File: src/core/tmc_consts.svh
// Functional notes
// - count and two compares are 8-bit
// - select 1 ticks every system clock
// - prescaled rates divide by 8/64/256/1024
// - prescaler free runs, first count 1..N+1
// - prescaler reset aligns tick phase
// - pin synchronised then edge detected
// - latch transparent high, flops on rising
// - select 7 rising, 6 falling pin edges
// - pin edge to count 2.5-3.5 cycles
// - pin ticks bypass the prescaler
// - select 0 stops the counter
// - count readable and writable any time
// - count write beats clear and count
// - tick clears, increments or decrements
// - three-bit mode split over two controls
// - bottom 0x00, max 0xFF, top per mode
// - max and bottom indications are output
// - continuous compare sets compare flags
// - shared flags, each irq individually masked
// - overflow point depends on mode
// - flag set next tick, cleared by service
// - count write blocks next tick's match
// - mode 0 wraps, overflow at zero
// - clear-on-compare resets at compare a
//
// Purpose: offsets, field codes, reset values and counts for the timer
// Assumes: included by its bare name from the package and the core
// Notes: definitions only
`ifndef TMC_CONSTS_SVH
`define TMC_CONSTS_SVH
`define TMC_CNT_W 8
`define TMC_PSC_W 10
`define TMC_BOTTOM 8'h00
`define TMC_MAX 8'hff
`define TMC_CNT_RST 8'h00
`define TMC_PSC_RST 10'h000
`define TMC_PSC_M8 10'h007
`define TMC_PSC_M64 10'h03f
`define TMC_PSC_M256 10'h0ff
`define TMC_PSC_M1024 10'h3ff
`define TMC_CS_STOP 3'h0
`define TMC_CS_DIRECT 3'h1
`define TMC_CS_DIV8 3'h2
`define TMC_CS_DIV64 3'h3
`define TMC_CS_DIV256 3'h4
`define TMC_CS_DIV1024 3'h5
`define TMC_CS_EXT_FALL 3'h6
`define TMC_CS_EXT_RISE 3'h7
`define TMC_WM_NORMAL 3'h0
`define TMC_WM_PC_MAX 3'h1
`define TMC_WM_CTC 3'h2
`define TMC_WM_FAST_MAX 3'h3
`define TMC_WM_PC_CMPA 3'h5
`define TMC_WM_FAST_CMPA 3'h7
`define TMC_FLG_OVF 0
`define TMC_FLG_A 1
`define TMC_FLG_B 2
`define TMC_DIV8_GAP 7
`endif

File: src/core/tmc_pkg.sv
// Purpose: shared types of the timer core
// Assumes: tmc_consts.svh holds every number
// Notes: state structs are registered whole
`include "tmc_consts.svh"
package tmc_pkg;
  typedef logic [`TMC_CNT_W-1:0] tmc_byte_t;
  typedef logic [`TMC_PSC_W-1:0] tmc_psc_t;

  // whole state of the counter core
  typedef struct packed {
    tmc_byte_t cnt;
    tmc_byte_t cmp_a;
    tmc_byte_t cmp_b;
    logic count_down;
    tmc_psc_t psc;
    logic block;
    logic flg_ovf;
    logic flg_a;
    logic flg_b;
  } tmc_core_s;

  // synchroniser stages behind the latch
  typedef struct packed {
    logic sync;
    logic prev;
    logic rise;
    logic fall;
  } tmc_sync_s;
endpackage : tmc_pkg

File: src/core/tmc_timer.sv
// Purpose: clock select, prescaler and 8-bit up/down counter with flags
// Assumes: control bits arrive as plain ports on clk_in
// Notes: compare values are written directly, no double buffering
`timescale 1ns/1ps
`include "tmc_consts.svh"
module tmc_timer
  import tmc_pkg::*;
(
  input wire logic clk_in,
  input wire logic reset_in,
  input wire logic [2:0] clock_source_select_in,
  input wire logic waveform_mode_bit0_in,
  input wire logic waveform_mode_bit1_in,
  input wire logic waveform_mode_bit2_in,
  input wire logic prescaler_reset_in,
  input wire logic external_count_pin_in,
  input wire logic count_wr_in,
  input wire logic [7:0] count_wdata_in,
  input wire logic compare_a_wr_in,
  input wire logic [7:0] compare_a_wdata_in,
  input wire logic compare_b_wr_in,
  input wire logic [7:0] compare_b_wdata_in,
  input wire logic [2:0] flag_clear_in,
  input wire logic [2:0] flag_ack_in,
  input wire logic overflow_mask_in,
  input wire logic compare_a_mask_in,
  input wire logic compare_b_mask_in,
  output logic [7:0] timer_count_value_out,
  output logic [7:0] compare_value_a_out,
  output logic [7:0] compare_value_b_out,
  output logic overflow_flag_out,
  output logic compare_flag_a_out,
  output logic compare_flag_b_out,
  output logic overflow_irq_out,
  output logic compare_a_irq_out,
  output logic compare_b_irq_out,
  output logic timer_tick_out,
  output logic count_at_max_out,
  output logic count_at_bottom_out,
  output logic count_down_out,
  output logic match_a_out,
  output logic match_b_out
);
  tmc_core_s st_ff;
  tmc_core_s nxt_st;
  logic pin_rise;
  logic pin_fall;
  logic tap8;
  logic tap64;
  logic tap256;
  logic tap1024;
  logic timer_tick;
  logic [2:0] waveform_mode;
  logic is_pc;
  logic is_fast;
  logic is_ctc;
  tmc_byte_t top;
  logic match_a;
  logic match_b;
  logic set_ovf;
  logic set_a;
  logic set_b;
  logic [2:0] flag_drop;

  // pin edges come from the synchroniser
  tmc_pin_sync u_pin_sync (
    .clk_in(clk_in),
    .reset_in(reset_in),
    .external_count_pin_in(external_count_pin_in),
    .pin_rise_out(pin_rise),
    .pin_fall_out(pin_fall)
  );

  // taps of the shared chain
  // a tap fires when all lower chain bits are ones, once per divisor period
  always_comb begin
    tap8 = (st_ff.psc & `TMC_PSC_M8) == `TMC_PSC_M8;
    tap64 = (st_ff.psc & `TMC_PSC_M64) == `TMC_PSC_M64;
    tap256 = (st_ff.psc & `TMC_PSC_M256) == `TMC_PSC_M256;
    tap1024 = (st_ff.psc & `TMC_PSC_M1024) == `TMC_PSC_M1024;
  end

  // tick source multiplexer
  // external edges go straight through, never through the chain
  always_comb begin
    case (clock_source_select_in)
      `TMC_CS_STOP: begin
        timer_tick = 1'b0;
      end
      `TMC_CS_DIRECT: begin
        timer_tick = 1'b1;
      end
      `TMC_CS_DIV8: begin
        timer_tick = tap8;
      end
      `TMC_CS_DIV64: begin
        timer_tick = tap64;
      end
      `TMC_CS_DIV256: begin
        timer_tick = tap256;
      end
      `TMC_CS_DIV1024: begin
        timer_tick = tap1024;
      end
      `TMC_CS_EXT_FALL: begin
        timer_tick = pin_fall;
      end
      `TMC_CS_EXT_RISE: begin
        timer_tick = pin_rise;
      end
      default: begin
        timer_tick = 1'b0;
      end
    endcase
  end

  assign waveform_mode = {waveform_mode_bit2_in, waveform_mode_bit1_in, waveform_mode_bit0_in};

  // mode class and top value
  // reserved modes 4 and 6 fall back to the plain up-count sequence
  always_comb begin
    is_pc = (waveform_mode == `TMC_WM_PC_MAX) || (waveform_mode == `TMC_WM_PC_CMPA);
    is_fast = (waveform_mode == `TMC_WM_FAST_MAX) || (waveform_mode == `TMC_WM_FAST_CMPA);
    is_ctc = waveform_mode == `TMC_WM_CTC;
    if (waveform_mode_bit2_in || is_ctc) begin
      top = st_ff.cmp_a;
    end else begin
      top = `TMC_MAX;
    end
  end

  always_comb begin
    match_a = st_ff.cnt == st_ff.cmp_a;
    match_b = st_ff.cnt == st_ff.cmp_b;
  end

  // next state of the core
  always_comb begin
    nxt_st = st_ff;
    set_ovf = 1'b0;
    nxt_st.psc = st_ff.psc + tmc_psc_t'(1);
    if (prescaler_reset_in) begin
      nxt_st.psc = `TMC_PSC_RST;
    end
    if (timer_tick) begin
      if (is_pc) begin
        // dual slope: turn at top, overflow at bottom
        if (!st_ff.count_down) begin
          if (st_ff.cnt == top) begin
            nxt_st.count_down = 1'b1;
            nxt_st.cnt = st_ff.cnt - tmc_byte_t'(1);
          end else begin
            nxt_st.cnt = st_ff.cnt + tmc_byte_t'(1);
          end
        end else begin
          if (st_ff.cnt == `TMC_BOTTOM) begin
            nxt_st.count_down = 1'b0;
            nxt_st.cnt = st_ff.cnt + tmc_byte_t'(1);
            set_ovf = 1'b1;
          end else begin
            nxt_st.cnt = st_ff.cnt - tmc_byte_t'(1);
          end
        end
      end else if (is_fast || is_ctc) begin
        nxt_st.count_down = 1'b0;
        if (st_ff.cnt == top) begin
          nxt_st.cnt = `TMC_BOTTOM;
        end else begin
          nxt_st.cnt = st_ff.cnt + tmc_byte_t'(1);
        end
        // single-slope overflow point
        // ctc overflows only on the wrap from max, fast pwm at its top
        if (is_fast) begin
          set_ovf = st_ff.cnt == top;
        end else begin
          set_ovf = st_ff.cnt == `TMC_MAX;
        end
      end else begin
        nxt_st.count_down = 1'b0;
        nxt_st.cnt = st_ff.cnt + tmc_byte_t'(1);
        set_ovf = st_ff.cnt == `TMC_MAX;
      end
    end
    if (count_wr_in) begin
      nxt_st.cnt = count_wdata_in;
    end
    // block armed by a count write
    // cleared by the next tick only; a write on a tick re-arms it
    if (count_wr_in) begin
      nxt_st.block = 1'b1;
    end else if (timer_tick) begin
      nxt_st.block = 1'b0;
    end
    if (compare_a_wr_in) begin
      nxt_st.cmp_a = compare_a_wdata_in;
    end
    if (compare_b_wr_in) begin
      nxt_st.cmp_b = compare_b_wdata_in;
    end
    // flag update; a set in the clear cycle survives
    nxt_st.flg_ovf = (st_ff.flg_ovf & ~flag_drop[`TMC_FLG_OVF]) | set_ovf;
    nxt_st.flg_a = (st_ff.flg_a & ~flag_drop[`TMC_FLG_A]) | set_a;
    nxt_st.flg_b = (st_ff.flg_b & ~flag_drop[`TMC_FLG_B]) | set_b;
  end

  // match raises its flag on the tick
  always_comb begin
    set_a = timer_tick && match_a && !st_ff.block;
    set_b = timer_tick && match_b && !st_ff.block;
    flag_drop = flag_clear_in | flag_ack_in;
  end

  // state register
  always_ff @(posedge clk_in) begin
    if (reset_in) begin
      st_ff <= '0;
    end else begin
      st_ff <= nxt_st;
    end
  end

  assign timer_count_value_out = st_ff.cnt;
  assign compare_value_a_out = st_ff.cmp_a;
  assign compare_value_b_out = st_ff.cmp_b;
  assign overflow_flag_out = st_ff.flg_ovf;
  assign compare_flag_a_out = st_ff.flg_a;
  assign compare_flag_b_out = st_ff.flg_b;

  assign overflow_irq_out = st_ff.flg_ovf & overflow_mask_in;
  assign compare_a_irq_out = st_ff.flg_a & compare_a_mask_in;
  assign compare_b_irq_out = st_ff.flg_b & compare_b_mask_in;

  assign count_at_max_out = st_ff.cnt == `TMC_MAX;
  assign count_at_bottom_out = st_ff.cnt == `TMC_BOTTOM;
  assign count_down_out = st_ff.count_down;
  assign match_a_out = match_a;
  assign match_b_out = match_b;
  assign timer_tick_out = timer_tick;
endmodule : tmc_timer

File: src/core/tmc_pin_sync.sv
// Purpose: external count pin synchroniser and edge detector
// Assumes: pin is asynchronous to clk_in
// Notes: edge pulses are registered, one cycle wide
`timescale 1ns/1ps
module tmc_pin_sync
  import tmc_pkg::*;
(
  input wire logic clk_in,
  input wire logic reset_in,
  input wire logic external_count_pin_in,
  output logic pin_rise_out,
  output logic pin_fall_out
);
  logic latch_ff;
  tmc_sync_s st_ff;
  tmc_sync_s nxt_st;

  // half-cycle capture stage
  // falling-edge flop stands in for the latch that is open while clock is high
  always_ff @(negedge clk_in) begin
    if (reset_in) begin
      latch_ff <= 1'b0;
    end else begin
      latch_ff <= external_count_pin_in;
    end
  end

  always_comb begin
    nxt_st = st_ff;
    nxt_st.sync = latch_ff;
    nxt_st.prev = st_ff.sync;
    nxt_st.rise = st_ff.sync & ~st_ff.prev;
    nxt_st.fall = ~st_ff.sync & st_ff.prev;
  end

  always_ff @(posedge clk_in) begin
    if (reset_in) begin
      st_ff <= '0;
    end else begin
      st_ff <= nxt_st;
    end
  end

  // one registered pulse per edge
  // the extra pulse stage keeps the pin-to-count delay inside 2.5 to 3.5 cycles
  assign pin_rise_out = st_ff.rise;
  assign pin_fall_out = st_ff.fall;
endmodule : tmc_pin_sync

File: config.mk
export PLATFORM = sky130hd
export DESIGN_NAME = tmc_timer
export DESIGN_NICKNAME = d
export VERILOG_FILES = /design/src/core/tmc_pkg.sv /design/src/core/tmc_timer.sv /design/src/core/tmc_pin_sync.sv
export VERILOG_INCLUDE_DIRS = /design/src /design/src/core
export SDC_FILE = /design/constraint.sdc
export NUM_CORES = 1
export LEC_CHECK = 0
export BUFFER_PORTS_ARGS = -buffer_cell sky130_fd_sc_hd__buf_2
export CORE_MARGIN = 3
export CORE_UTILIZATION = 56
export DETAILED_ROUTE_END_ITERATION = 16
export GPL_TIMING_DRIVEN = 0
export PLACE_DENSITY = 0.95
export SYNTH_ARGS = -nofsm -noshare
export SYNTH_HDL_FRONTEND = slang
export SYNTH_HIERARCHICAL = 1
export SYNTH_SLANG_ARGS = --single-unit
File: constraint.sdc
create_clock -name clk_in -period 4.8 [get_ports clk_in]
set_input_delay 0.24 -clock clk_in [delete_from_list [all_inputs] [get_ports clk_in]]
set_output_delay 0.24 -clock clk_in [all_outputs]
set_load 0.03 [all_outputs]
==> impl_metrics.tcl <==
set metrics [dict create \
    grt_max_degree 13 \
    status "completed" \
    grt_pass1_vias 2569 \
    first_iter_violations 223 \
    yosysTopAreaCellShare_pct 32.8 \
    dr_total_vias 2665 \
    die_h_um 75.3 \
    synth.distinct_cells 56 \
    cts_tree "done" \
    irDropWorstVdd_mv 0.143 \
    synthTopCellsByArea "dfxtp_1 (33%), mux2i_1 (7.8%), nor2_1 (6.8%)" \
    detail_route.wl_per_cell_um 15.3 \
    synthArstFlopShare_pct 0 \
    ioPinCount 82 \
    yosysWarnings 6 \
    end_kind "flip-flop" \
    synth_cells 324 \
    hold_violations 0 \
    p_leak_nw 1.51 \
    critPathTopFamily "flip-flops" \
    drc 0 \
    io_buffers 79 \
    cts_root_buf "clkbuf_8" \
    nNetsFinal 461 \
    core_area_sq_um 4500 \
    yosysTopAreaCell "dfxtp_1" \
    critPathMaxStageDelay_ns 0.29 \
    grt_pass1_wl_um 11400 \
    critical_path.cell_chain "nor2b_1" \
    worstPathMaxFanout 1 \
    path_class "reg -> reg" \
    final_common_cell "buf_2" \
    critPathSlowestCell "dfxtp_1" \
    grt_antenna_before_repair 0 \
    stdcell_count 463 \
    yosysSeqAreaShare_pct 32.8 \
    htree_levels 2 \
    finalMaxSlewViolations 0 \
    clock_sinks 44 \
    dp_hpwl_um 5240 \
    max-cap-violations 0 \
    crit_required_ns 4.99 \
    worst_pin_slew_ns 0.633 \
    grt_setup_unrepaired "false" \
    syn_avg_cell_area_sq_um 8.29 \
    antenna_left 0 \
    critPathBufInv 0 \
    syn-num-nets 375 \
    critPathArrivalTime_ns 3.15 \
    ctsHoldBuffers 0 \
    drt_first_pass_iters 5 \
    fin_util_pct 71.9 \
    area_delta_synth_final_pct 20.5 \
    dieArea_sq_um 5660 \
    mostFrequentLayoutCells "buf_2 (85), nor2_1 (49), dfxtp_1 (44)" \
    postCtsSetupRepairBufs 0 \
    placed_cells 455 \
    cts.path.max_buffers 2 \
    routed_wl_um 7080 \
    synth.cell_area_sq_um 2690 \
    drt-vias-per-instance 5.76 \
    ys_ff_latch 44 \
    power.density_nw_per_um2 265 \
    start_util_pct 59.6 \
    insertion_delay_ns 0.35 \
    dieWidth_um 75.3 \
    min_path_type "in -> reg" \
    grt_usage_pct 25.9 \
    numCtsBuffers 5 \
    setup_viol 0 \
    fp-row-count 24 \
    fin_worst_skew_ns 0.0537 \
    gr-total-overflow 0 \
    drive_above_1_share_pct 30.4 \
    clkTransAtPathRegs_ns 0.08 \
    antenna_cells 0 \
    fin_tns_setup_ns 0 \
    worstSetupStartpointType "flip-flop" \
    synth_top_flop_cell "dfxtp_1" \
    gp_congestion 0.936 \
    synth_edf_count 0 \
    cts_resized 0 \
    relSlewSlack_pct 57.8 \
]
cell usage after synthesis (all sizes together), types with 2 or more instances:
cell type and n:
nor2 49, dfxtp 44, buf 34, mux2i 21
a21oi 15, nand2 14, inv 12, xnor2 12
nand3 10, nand2b 9, nor2b 9, clkbuf 8
nand3b 6, nor3 6, and2 5, ha 5
or3 5, a311oi 4, nand4 4, o21ai 4
o31ai 4, or4 4, xor2 4, a211oi 3
nor3b 3, a21o 2, a22oi 2, and3 2
nor4 2, nor4b 2, o2111ai 2, o21bai 2
o22ai 2
state kept, by name (all words and copies together), names as in the netlist, 8 cells and up:
name                   flops
compare_value_a_out        8
compare_value_b_out        8
st_ff                     11
timer_count_value_out      8
power by group:
part           total, mW  internal (mW)  leakage (nW)  switching, mW
logic              0.221         0.0920          1.09          0.129
clock network      0.238          0.114        0.0591          0.123
registers          0.398          0.382         0.361         0.0165
layer usage:
metal	wire (um)	share of wire, %	GRT usage, %
met1	2840	40	30.5
met5	0	0	0
met3	552	7.8	5.34
met4	225	3.2	12.2
met2	3460	49	45.0
path summary, 6_finish.rpt:
kind | from | endpoint | slack (ns) | depth (start not counted)
worst min-delay path | compare_a_wdata_in[5] | compare_value_a_out[5]$_SDFFE_PP0P_ | 0.18 | 3
worst max-delay path | u_pin_sync/latch_ff$_SDFF_NP0_ | u_pin_sync/nxt_st[2]$_SDFF_PP0_ | 1.84 | 1
worst max register to register | u_pin_sync/latch_ff$_SDFF_NP0_ | u_pin_sync/nxt_st[2]$_SDFF_PP0_ | 1.84 | 1
worst min register to register | u_pin_sync/st_ff[2]$_SDFF_PP0_ | u_pin_sync/pin_rise_out$_SDFF_PP0_ | 0.42 | 1
metrics by stage:
| step | hold slack [ns] | setup WS (ns) | total power [mW] | instance area, sq um |
|---|---|---|---|---|
| global placement | 0.393 | 1.80 | 0.619 | 3150 |
| global route | 0.195 | 1.74 | 0.893 | 3240 |
| detailed placement | 0.415 | 1.78 | 0.626 | 3150 |
| finish | 0.176 | 1.84 | 0.857 | 3240 |
| CTS | 0.176 | 1.84 | 0.857 | 3240 |
| floorplan | 0.312 | 1.91 | 0.561 | 2690 |
area by class of cell:
class | count | area (sq um)
Timing Repair Buffer | 79 | 395
Multi-Input combinational cell | 226 | 1500
Buffer | 42 | 263
Clock inverter | 3 | 11.3
Sequential cell | 44 | 881
Clock buffer | 6 | 82.6
Tap cell | 52 | 65.1
Fill cell | 343 | 1270
Inverter | 11 | 41.3
cells by family (layout without fill, tap and decap cells):
group	count (synthesis)	in the layout	share of synthesized area (%)
muxes	22	22	8.24
AOI/OAI and AO/OA	52	52	14.6
DFF	44	44	32.8
xor gates and xnor gates	16	16	5.22
adders and majority gates	5	5	2.33
buffers and inverters	54	141	11.5
and+or+nand+nor	131	131	25.4
No activity file was read; power rests on OpenSTA's default activity.
